===== config.mk =====
export PLATFORM = sky130hd
export DESIGN_NAME = tsr_sensor_regs
export DESIGN_NICKNAME = d
export VERILOG_FILES = /design/src/hdl/tsr_sensor_regs.v
export VERILOG_INCLUDE_DIRS = /design/src /design/src/common
export SDC_FILE = /design/constraint.sdc
export NUM_CORES = 1
export LEC_CHECK = 0
export BUFFER_PORTS_ARGS = -buffer_cell sky130_fd_sc_hd__buf_2
export CAP_MARGIN = 10
export CORE_MARGIN = 2
export CORE_UTILIZATION = 51
export DETAILED_ROUTE_END_ITERATION = 16
export PLACE_DENSITY = 0.76
export SKIP_CTS_REPAIR_TIMING = 1
export SYNTH_ARGS = -nofsm -noshare
export SYNTH_HDL_FRONTEND = slang
export SYNTH_SLANG_ARGS = --single-unit

===== constraint.sdc =====
create_clock -name CORE_CLK_I -period 2.83 [get_ports CORE_CLK_I]
set_input_delay 0.7075 -clock CORE_CLK_I [delete_from_list [all_inputs] [get_ports CORE_CLK_I]]
set_output_delay 0.7075 -clock CORE_CLK_I [all_outputs]
set_load 0.005 [all_outputs]

===== src/common/tsr_regs.vh =====
// Constants for the temperature sensor register set and its two-wire slave port
`ifndef TSR_REGS_VH
`define TSR_REGS_VH
`define TSR_CMD_THERMAL     8'h00
`define TSR_CMD_SETUP       8'h01
`define TSR_SETUP_STANDBY   7
`define TSR_SETUP_READY     6
`define TSR_THERMAL_RESET   8'h00
`define TSR_SETUP_RESET     8'h00
`define TSR_THERMAL_MAX     8'h7f
`define TSR_THERMAL_MIN     8'h80
`define TSR_ROUND_HALF      16'h0080
`define TSR_SAT_THRESHOLD   16'h7e80
`define TSR_CONV_PERIOD_NS  125000000
`define TSR_CLK_PERIOD_NS   4
`define TSR_SLAVE_ADDR      7'h48
`endif


===== src/hdl/tsr_sensor_regs.v =====
// Temperature sensor register set with two-wire serial slave port
`timescale 1ns/1ps
`default_nettype none
`include "tsr_regs.vh"

// Summary of operation
// RL1 - Setup register: standby in bit 7, ready in bit 6, bits 5..0 read zero.
// RL2 - Setup is writable; standby 1 enters standby, 0 normal; writes never touch ready.
// RL3 - Ready clears at reset and when standby set; rises only with a valid result.
// RL4 - Thermal reading loads at end of every conversion; host cannot write it.
// RL5 - Reading is 8-bit two's complement, one count per degree Celsius.
// RL6 - Round to nearest degree, halves upward; saturate at +126.5 and above to 7Fh.
// RL7 - Thermal reading is fresh whenever the ready flag is seen set.
// RL8 - Both registers reset to zero; thermal read-only, setup read/write.
// RL9 - Conversions repeat automatically in normal operation, no host command needed.
// RL10 - Command byte 00h selects thermal reading, 01h selects setup register.
// RL11 - Address byte bit eight: 1 read, 0 write; command byte sent by a write.
// RL12 - In standby no conversion starts; last reading is held.
// RL13 - Setup write keeps only bit 7; read-back is standby, ready, zeros.
module tsr_sensor_regs #(
    // Default counts one conversion period at the core clock rate
    parameter [31:0] CONV_CYCLES = `TSR_CONV_PERIOD_NS / `TSR_CLK_PERIOD_NS
) (
    input  wire         CORE_CLK_I,
    input  wire         RSTN_I,
    input  wire         SCL_I,
    input  wire         SDA_I,
    output reg          SDA_O,
    output reg          SDA_OE_N_O,
    input  wire [15:0]  SENSE_Q8_I,
    output reg          STANDBY_O,
    output reg          READY_O
);

    // ----------------------------------------------------------------
    // Pin synchronisers
    // ----------------------------------------------------------------
    // Two flops per pin keep a metastable level away from the decoders
    reg  [1:0]  scl_sync;
    reg  [1:0]  sda_sync;
    reg         scl_d;
    reg         sda_d;

    always @(posedge CORE_CLK_I or negedge RSTN_I) begin
        if (!RSTN_I) begin
            scl_sync <= 2'h3;
            sda_sync <= 2'h3;
            scl_d    <= 1'b1;
            sda_d    <= 1'b1;
        end else begin
            scl_sync <= {scl_sync[0], SCL_I};
            sda_sync <= {sda_sync[0], SDA_I};
            scl_d    <= scl_sync[1];
            sda_d    <= sda_sync[1];
        end
    end

    // ----------------------------------------------------------------
    // Bus conditions
    // ----------------------------------------------------------------
    // Start and stop need the clock high on both samples, so a data change
    // racing a clock edge is never mistaken for either.
    wire scl      = scl_sync[1];
    wire sda      = sda_sync[1];
    wire scl_rise = scl & ~scl_d;
    wire scl_fall = ~scl & scl_d;
    wire start_c  = scl & scl_d & sda_d & ~sda;
    wire stop_c   = scl & scl_d & ~sda_d & sda;

    // ----------------------------------------------------------------
    // Rounding and saturation
    // ----------------------------------------------------------------
    // The analog sample arrives as signed degrees with eight fraction bits.
    // Adding one half then flooring rounds halves toward positive.
    // Inputs below -128 degrees wrap; the sensing element never reaches them.
    reg  [15:0] sum;
    reg  [7:0]  rounded;
    wire        sense_pos  = ~SENSE_Q8_I[15];
    wire        sense_high = (SENSE_Q8_I >= `TSR_SAT_THRESHOLD);

    always @* begin
        sum     = SENSE_Q8_I + `TSR_ROUND_HALF;
        rounded = sum[15:8];                                          // see RL5, RL6
        // A carry into the sign bit only comes from a large positive input
        if (sense_pos && (sum[15] || sense_high)) begin
            rounded = `TSR_THERMAL_MAX;                               // see RL6
        end
    end

    // ----------------------------------------------------------------
    // Conversion engine
    // ----------------------------------------------------------------
    // Standby holds the counter at zero, so every wake-up waits a full period
    // before the first fresh reading.
    reg  [31:0] conv_cnt;
    reg  [7:0]  thermal_reading_reg;
    reg         standby_request;
    reg         ready;

    wire conv_done = !standby_request && (conv_cnt == CONV_CYCLES - 32'h1);

    always @(posedge CORE_CLK_I or negedge RSTN_I) begin
        if (!RSTN_I) begin
            conv_cnt <= 32'h0;
        end else if (standby_request || conv_done) begin
            conv_cnt <= 32'h0;                                        // see RL9, RL12
        end else begin
            conv_cnt <= conv_cnt + 32'h1;
        end
    end

    always @(posedge CORE_CLK_I or negedge RSTN_I) begin
        if (!RSTN_I) begin
            thermal_reading_reg <= `TSR_THERMAL_RESET;                // see RL8
        end else if (conv_done) begin
            thermal_reading_reg <= rounded;                           // see RL4, RL5, RL7
        end
    end

    // Ready rises on the edge that loads the reading, so a host that sees it
    // set reads the new value; standby wins over a conversion ending with it.
    always @(posedge CORE_CLK_I or negedge RSTN_I) begin
        if (!RSTN_I) begin
            ready <= 1'b0;                                            // see RL3
        end else if (standby_request) begin
            ready <= 1'b0;                                            // see RL3
        end else if (conv_done) begin
            ready <= 1'b1;                                            // see RL3, RL7
        end
    end

    // ----------------------------------------------------------------
    // Two-wire slave
    // ----------------------------------------------------------------
    // Address, command and data bytes all shift in on rising clock edges.
    // The acknowledge is driven from the eighth falling edge to the ninth.
    // Read data leaves one bit per falling edge, most significant first;
    // the slave lets go after the eighth bit so the master can answer.
    // A wrong address drops back to idle until the next start condition.
    localparam ST_IDLE = 3'h0;
    localparam ST_ADDR = 3'h1;
    localparam ST_AACK = 3'h2;
    localparam ST_WR   = 3'h3;
    localparam ST_WACK = 3'h4;
    localparam ST_RD   = 3'h5;
    localparam ST_RACK = 3'h6;

    reg  [2:0]  state;
    reg  [3:0]  bit_cnt;
    reg  [7:0]  shift;
    reg         rd_mode;
    reg         got_cmd;
    reg  [7:0]  command;
    reg         drive_low;
    reg  [7:0]  out_byte;

    // ----------------------------------------------------------------
    // Read-back multiplexer
    // ----------------------------------------------------------------
    wire [7:0] setup_view = {standby_request, ready, 6'h00};          // see RL1, RL13

    always @* begin
        if (command == `TSR_CMD_SETUP) begin                          // see RL10
            out_byte = setup_view;
        end else begin
            out_byte = thermal_reading_reg;
        end
    end

    always @(posedge CORE_CLK_I or negedge RSTN_I) begin
        if (!RSTN_I) begin
            state           <= ST_IDLE;
            bit_cnt         <= 4'h0;
            shift           <= 8'h00;
            rd_mode         <= 1'b0;
            got_cmd         <= 1'b0;
            command         <= `TSR_CMD_THERMAL;
            drive_low       <= 1'b0;
        end else if (start_c) begin
            state     <= ST_ADDR;
            bit_cnt   <= 4'h0;
            got_cmd   <= 1'b0;
            drive_low <= 1'b0;
        end else if (stop_c) begin
            state     <= ST_IDLE;
            drive_low <= 1'b0;
        end else begin
            case (state)
                ST_IDLE: begin
                    drive_low <= 1'b0;
                end
                ST_ADDR: begin
                    if (scl_rise) begin
                        shift   <= {shift[6:0], sda};
                        bit_cnt <= bit_cnt + 4'h1;
                    end else if (scl_fall && bit_cnt == 4'h8) begin
                        if (shift[7:1] == `TSR_SLAVE_ADDR) begin
                            rd_mode   <= shift[0];                    // see RL11
                            drive_low <= 1'b1;
                            state     <= ST_AACK;
                        end else begin
                            state <= ST_IDLE;
                        end
                    end
                end
                ST_AACK, ST_WACK: begin
                    if (scl_fall) begin
                        bit_cnt <= 4'h0;
                        if (rd_mode) begin
                            shift     <= out_byte;
                            drive_low <= ~out_byte[7];
                            state     <= ST_RD;
                        end else begin
                            drive_low <= 1'b0;
                            state     <= ST_WR;
                        end
                    end
                end
                ST_WR: begin
                    if (scl_rise) begin
                        shift   <= {shift[6:0], sda};
                        bit_cnt <= bit_cnt + 4'h1;
                    end else if (scl_fall && bit_cnt == 4'h8) begin
                        // A data byte aimed at the thermal reading is acked and dropped
                        if (!got_cmd) begin
                            command <= shift;                         // see RL10, RL11
                            got_cmd <= 1'b1;
                        end
                        drive_low <= 1'b1;
                        state     <= ST_WACK;
                    end
                end
                ST_RD: begin
                    if (scl_fall) begin
                        if (bit_cnt == 4'h7) begin
                            drive_low <= 1'b0;
                            state     <= ST_RACK;
                        end else begin
                            shift     <= {shift[6:0], 1'b0};
                            drive_low <= ~shift[6];
                            bit_cnt   <= bit_cnt + 4'h1;
                        end
                    end
                end
                ST_RACK: begin
                    // A master ack asks for another copy; a nack ends the read
                    if (scl_rise) begin
                        bit_cnt <= 4'h0;
                        state   <= sda ? ST_IDLE : ST_AACK;
                    end
                end
                default: begin
                    state <= ST_IDLE;
                end
            endcase
        end
    end

    // ----------------------------------------------------------------
    // Setup register
    // ----------------------------------------------------------------
    // The data byte of a setup write is complete at the eighth falling edge;
    // start and stop need the clock high, so neither can share that cycle.
    wire setup_wr = (state == ST_WR) && scl_fall && (bit_cnt == 4'h8) && got_cmd
                    && (command == `TSR_CMD_SETUP);                   // see RL10

    always @(posedge CORE_CLK_I or negedge RSTN_I) begin
        if (!RSTN_I) begin
            standby_request <= 1'b0;                                  // see RL8
        end else if (setup_wr) begin
            // Only the standby bit is stored; ready stays hardware-owned
            standby_request <= shift[`TSR_SETUP_STANDBY];             // see RL2, RL13
        end
    end

    // ----------------------------------------------------------------
    // Registered outputs
    // ----------------------------------------------------------------
    always @(posedge CORE_CLK_I or negedge RSTN_I) begin
        if (!RSTN_I) begin
            SDA_O      <= 1'b1;
            SDA_OE_N_O <= 1'b1;
            STANDBY_O  <= 1'b0;
            READY_O    <= 1'b0;
        end else begin
            // Open drain: the value stays low and only the enable moves
            SDA_O      <= 1'b0;
            SDA_OE_N_O <= ~drive_low;
            STANDBY_O  <= standby_request;
            READY_O    <= ready;
        end
    end

endmodule
`default_nettype wire


## After elaboration in Yosys (flattened, before gate mapping)

Index checks and enable logic that the tools add are counted.

- Register bits after elaboration: 78
- Bits of input ports: 20
- Output and inout port bits: 4
- Word-level logic and storage cells: 149

- Add/subtract/negate cells: 3
- Magnitude comparators: 1
- Equality and inequality tests: 33
- Muxes and demuxes: 48
- Bitwise operators: 19
- Reduce and logical (&&, ||, !) cells: 26

Operator list:

| kind | count |
|---|---|
| 2-to-1 mux 8 bit | 7 |
| != test 4 bit, second input constant | 9 |
| 2-to-1 mux 3 bit | 11 |
| adder 32 x 1 -> 32 bit, second input constant | 1 |
| equality test 32 x 25 -> 1 bit, second input constant | 1 |
| 2-to-1 mux 32 bit | 1 |
| 2-to-1 mux 4 bit | 7 |
| case mux 8 bit (3 select lines) | 1 |
| case mux 3 bit (6 select lines) | 1 |
| adder 16 x 8 -> 16 bit, second input constant | 1 |
| >= comparator 16 x 15 -> 1 bit, second input constant | 1 |
| 2-to-1 mux 1 bit | 16 |
| case mux 4 bit (4 select lines) | 1 |
| AND reduction 8 bit | 2 |
| != test 3 bit, second input constant | 5 |
| inverter 1 bit | 12 |
| AND reduction 6 bit | 2 |
| != test 2 bit, second input constant | 5 |
| equality test 3 bit, second input constant | 3 |
| AND reduction 9 bit | 1 |
| equality test 8 x 1 -> 1 bit, second input constant | 1 |
| bitwise AND 1 bit | 7 |
| equality test 7 bit, second input constant | 1 |
| logical AND 1 bit | 7 |
| 19 further kinds | 26 |

## Longest topological paths before layout

- Word-level depth: 8
- Depth in mapped cells: 9
- Gate-level depth less buffers: 8

## Least setup slack after synthesis

OpenSTA, ideal clock, no wires.

- Kind: register to register
- Start point: reg conv_cnt[5]
- End point: reg thermal_reading_reg[6]
- Library setup time: 125 ps
- Data arrival time: 1970 ps
- Required time: 2705 ps
- Path slack: 736 ps
- Cell stages (with the launch flop): 7
- Buffers on the path: 1
- Clock period less this slack: 2094 ps
- Cell sequence: dfrtp_1 > buf_6 > nor4_4 > nand3_2 > nor4_4 > nor3b_4 > mux2_2

- Longest elaborated chain between the ends: 2

Ends and longest elaborated chain:

| what | line | source |
|---|---|---|
| start, declared | tsr_sensor_regs.v:95 | `reg [31:0] conv_cnt;` |
| start signal, assigned | tsr_sensor_regs.v:108 | `conv_cnt <= conv_cnt + 32'h1;` |
| equality test 32 x 25 -> 1 bit | tsr_sensor_regs.v:100 | `wire conv_done = !standby_request && (conv_cnt == CONV_CYCLES - 32'h1);` |
| logical AND 1 bit | tsr_sensor_regs.v:100 |  |
| end signal, assigned | tsr_sensor_regs.v:114 | `` thermal_reading_reg <= `TSR_THERMAL_RESET; `` |
| end signal, assigned | tsr_sensor_regs.v:116 | `thermal_reading_reg <= rounded;` |
| end, declared | tsr_sensor_regs.v:96 | `reg [7:0] thermal_reading_reg;` |

No other way between the ends.
A chain may end at the register's enable or synchronous reset.

## Worst setup path in the final report

- Start point: reg conv_cnt[5]
- End point: reg thermal_reading_reg[7]

The elaborated chain is that of the path after synthesis.

==> Implementation_results.wiki <==
{| class="wikitable"
! Metric !! Value
|-
| Wire length after detailed routing || 7630 um
|-
| Unique masters post-synth || 61
|-
| Largest net degree at the start of global routing || 79
|-
| Register with the most flip-flops || conv_cnt
|-
| Outcome || completed
|-
| Remaining max-slew budget at the tightest pin || 37.8%
|-
| IO buf count || 16
|-
| Max Clock Skew || 0.00690 ns
|-
| HPWL reported at the end of detailed placement || 5300 um
|-
| Cells traversed along the worst timing path || nor4_4 > nand3_2 > nor4_4 > nor3b_4 > mux2_2
|-
| Initial Utilization || 52.9%
|-
| Setup repair after global routing missed its margin || no
|-
| CP endpoint kind || flip-flop
|-
| CTS Buf Count || 9
|-
| Placer Congestion || between 0.8 and 0.9
|-
| Startpoint of the worst-slack reg-to-reg timing path || conv_cnt[5]
|-
| Share of post-route cells with drive strength above 1 || 17.5%
|-
| Hold violation total from the final report || 0
|-
| TritonCTS clock tree || yes
|-
| Buffer cell driving the clock tree root || clkbuf_8
|-
| Number of max-slew violations in the final report || 0
|-
| Aggregate negative setup slack || 0 ns
|-
| Number of ports placed on the die boundary || 24
|-
| Worst min-delay path category || reg2reg
|-
| DRC || 0
|-
| Standard cell with the maximum stage delay on the critical path || dfrtp_1
|-
| Non-filler instance count after layout || 536
|-
| Wire length of the first global-routing pass || 13800 um
|-
| Synth Net Count || 442
|-
| Number of global-route vias before repair || 3025
|-
| Standard-cell rows || 32
|-
| Number of placed instances, taps included || 520
|-
| First DRT Iteration DRCs || between 100 and 150
|-
| Per-cell routed wire length || 14.2 um
|-
| Area of the die || 8800 um2
|-
| Crit path arrival time || 2.61 ns
|-
| Final antenna-violating net count || 0
|-
| Worst path max stage delay || 0.50 ns
|-
| Number of nets in the final layout || 454
|-
| Number of antenna violations at the first check in global routing || 0
|-
| Number of levels the H-tree was split into || 3
|-
| Total number of vias || about 3000
|-
| Syn_area_per_cell || 9.86 um2
|-
| Peak supply drop || 0.296 mV
|-
| Aggregate global-route resource usage || around a fifth
|-
| Worst Path Required || roughly 3 ns
|-
| Number of inserted diodes || 0
|-
| Mapped Cells || about 420
|-
| Static Leak || 1.99 nW
|-
| Path type of the worst setup path || reg2reg
|-
| Number of flip-flops and latches in the synthesized netlist || 78
|-
| Die width || 93.8 um
|-
| Netlist area before placement || 4110 um2
|-
| Cell mode on critical path || nor4_4
|-
| Period minus WS final || 2.38 ns
|-
| Main flop type after synthesis || dfrtp_1
|-
| Highest achievable clock rate || roughly 0.42 GHz
|-
| # setup viols final || 0
|-
| CP startpoint kind || flip-flop
|-
| Ys async rst share || 100%
|-
| Hold_sp || sda_sync[0]
|-
| CTS sink count || a little under 80
|-
| Warning count from the yosys run || 0
|-
| Clock latency at the later pin of the worst-skew pair || around 0.35 ns
|-
| CP Max Fanout || 9
|-
| Number of detailed-route iterations in the first pass || 4
|-
| Flip-flop count of the largest register after layout || 32
|-
| Clock transition at the register clock pins on the worst setup and hold paths after CTS || about 0.08 ns
|-
| Deepest clock path buffer count || 2
|-
| Total global routing overflow || 0
|-
| Placeable Area || 7770 um2
|-
| Chip height || 93.8 um
|-
| Number of enable flip-flop cells after synthesis || 0
|-
| Fraction of the yosys area taken by sequential cells || 47.7%
|-
| Power density cells || 499 nW/um2
|-
| Via-per-instance ratio || 5.60
|-
| Max-capacitance violation count || 0
|-
| Slew @ Worst Pin || 0.932 ns
|-
| Final period util || roughly 84%
|-
| Growth of design area from synthesis to finish || 8.49%
|-
| Setup crit start || conv_cnt[5]
|}
==> critical path, delay by kind of cell, from the launching register on <==
family           cells  cell delay (ns)
muxes                1             0.38
DFF                  1             0.50
and+or+nand+nor      4             1.38
==> Yosys cell counts, types with 2 or more instances <==
cell type	n	area, um2
nand3b_1	3	22.5
or3_1	2	12.5
mux2_2	23	259
nor4b_1	2	17.5
nor2_1	51	191
o21ai_0	21	105
o211ai_1	4	30.0
and3_1	12	75.1
buf_4	2	15.0
inv_1	12	45.0
and2_1	7	43.8
nand2_1	35	131
a21oi_1	17	85.1
o31ai_1	2	15.0
a211oi_1	3	22.5
clkbuf_1	9	33.8
mux2i_1	3	30.0
buf_2	5	25.0
nand4_1	8	50.1
xnor2_1	11	96.3
nor3b_1	3	22.5
nand3_1	19	95.1
nand2b_1	5	31.3
and4_1	2	17.5
xor2_1	22	193
a22o_1	2	17.5
or2_2	2	12.5
a31oi_1	4	25.0
nor3_1	7	35.0
dfstp_2	8	210
nor2b_1	3	18.8
nor4_1	4	25.0
nand4b_1	2	17.5
ha_1	5	62.6
nor4_4	2	42.5
dfrtp_1	70	1750
==> report_power, final <==
part | switching (mW) | internal [mW] | total [mW] | leakage (nW)
clock network | 0.433 | 0.418 | 0.851 | 0.100
logic | 0.0742 | 0.0740 | 0.148 | 0.898
registers | 0.0570 | 1.17 | 1.23 | 0.990
==> metrics by stage <==
stage	hold WS (ns)	cell area (um2)	setup WS, ns	total power, mW	util, %
6_report	0.358	4460	0.454	2.23	57.4
5_1_grt	0.365	4460	0.307	2.33	57.4
4_1_cts	0.360	4460	0.449	2.26	57.4
3_5_place_dp	0.347	4260	0.488	1.40	54.8
3_3_place_gp	0.346	4260	0.502	1.39	54.8
2_1_floorplan	0.345	4110	0.736	1.33	-
==> layout by cell type (no fill, tap or decap), drive strengths merged, types with 2 or more instances in the layout <==
cell type and n:
dfrtp 70, nor2 51, nand2 35, mux2 23, xor2 22, o21ai 21
nand3 20, buf 19, a21oi 17, inv 14, and3 12, xnor2 11
clkbuf 9, dfstp 8, nand4 8, and2 7, nor3 7, nor4 6
nand2b 5, ha 5, a31oi 4, o211ai 4, nor3b 4, nand3b 3
nor2b 3, a211oi 3, mux2i 3, clkinv 3, nor4b 2, or2 2
and4 2, or3 2, nand4b 2, o31ai 2, a22o 2, and2b 2
==> kinds of logic (layout without fill, tap and decap cells) <==
family                   Yosys count  in the layout  share of synthesized area [%]
AO/OA/AOI/OAI                     65             65                           9.83
AND/OR/NAND/NOR                  179            179                           23.5
adder cells (fa/ha/maj)            5              5                           1.52
other                              1              1                         0.0912
flip-flops                        78             78                           47.7
multiplexers                      26             26                           7.03
XOR/XNOR                          33             33                           7.03
buffers and inverters             30             47                           3.25
==> path summary, 6_finish.rpt <==
path                                               end  slack (ns)  cells past startpoint
worst min register to register             sda_sync[1]        0.36                      0
worst max register to register  thermal_reading_reg[7]        0.45                      5
min in group asynchronous                   command[3]        0.48                      1
max in group asynchronous                 conv_cnt[22]        1.73                      1
worst min-delay path                       sda_sync[1]        0.36                      0
worst max-delay path            thermal_reading_reg[7]        0.45                      5
==> routing by layer <==
metal / GRT usage (%) / vias to the layer above / wire length (um)
met5: 0 / - / 0
met4: 6.04 / 0 / 91
met3: 4.49 / 9 / 198
met2: 32.5 / 44 / 3810
met1: 24.9 / 1462 / 3530
li1: - / 1486 / -
==> final cells by class <==
class | count | area (um2)
sequential | 78 | 1960
clock buffer | 9 | 124
timing repair buffer | 19 | 105
multi-input combinational | 309 | 2020
clock inverter | 7 | 81.3
inverter | 12 | 45.0
tap | 102 | 128
fill | 689 | 3310
Power figures use the tool's default switching activity.
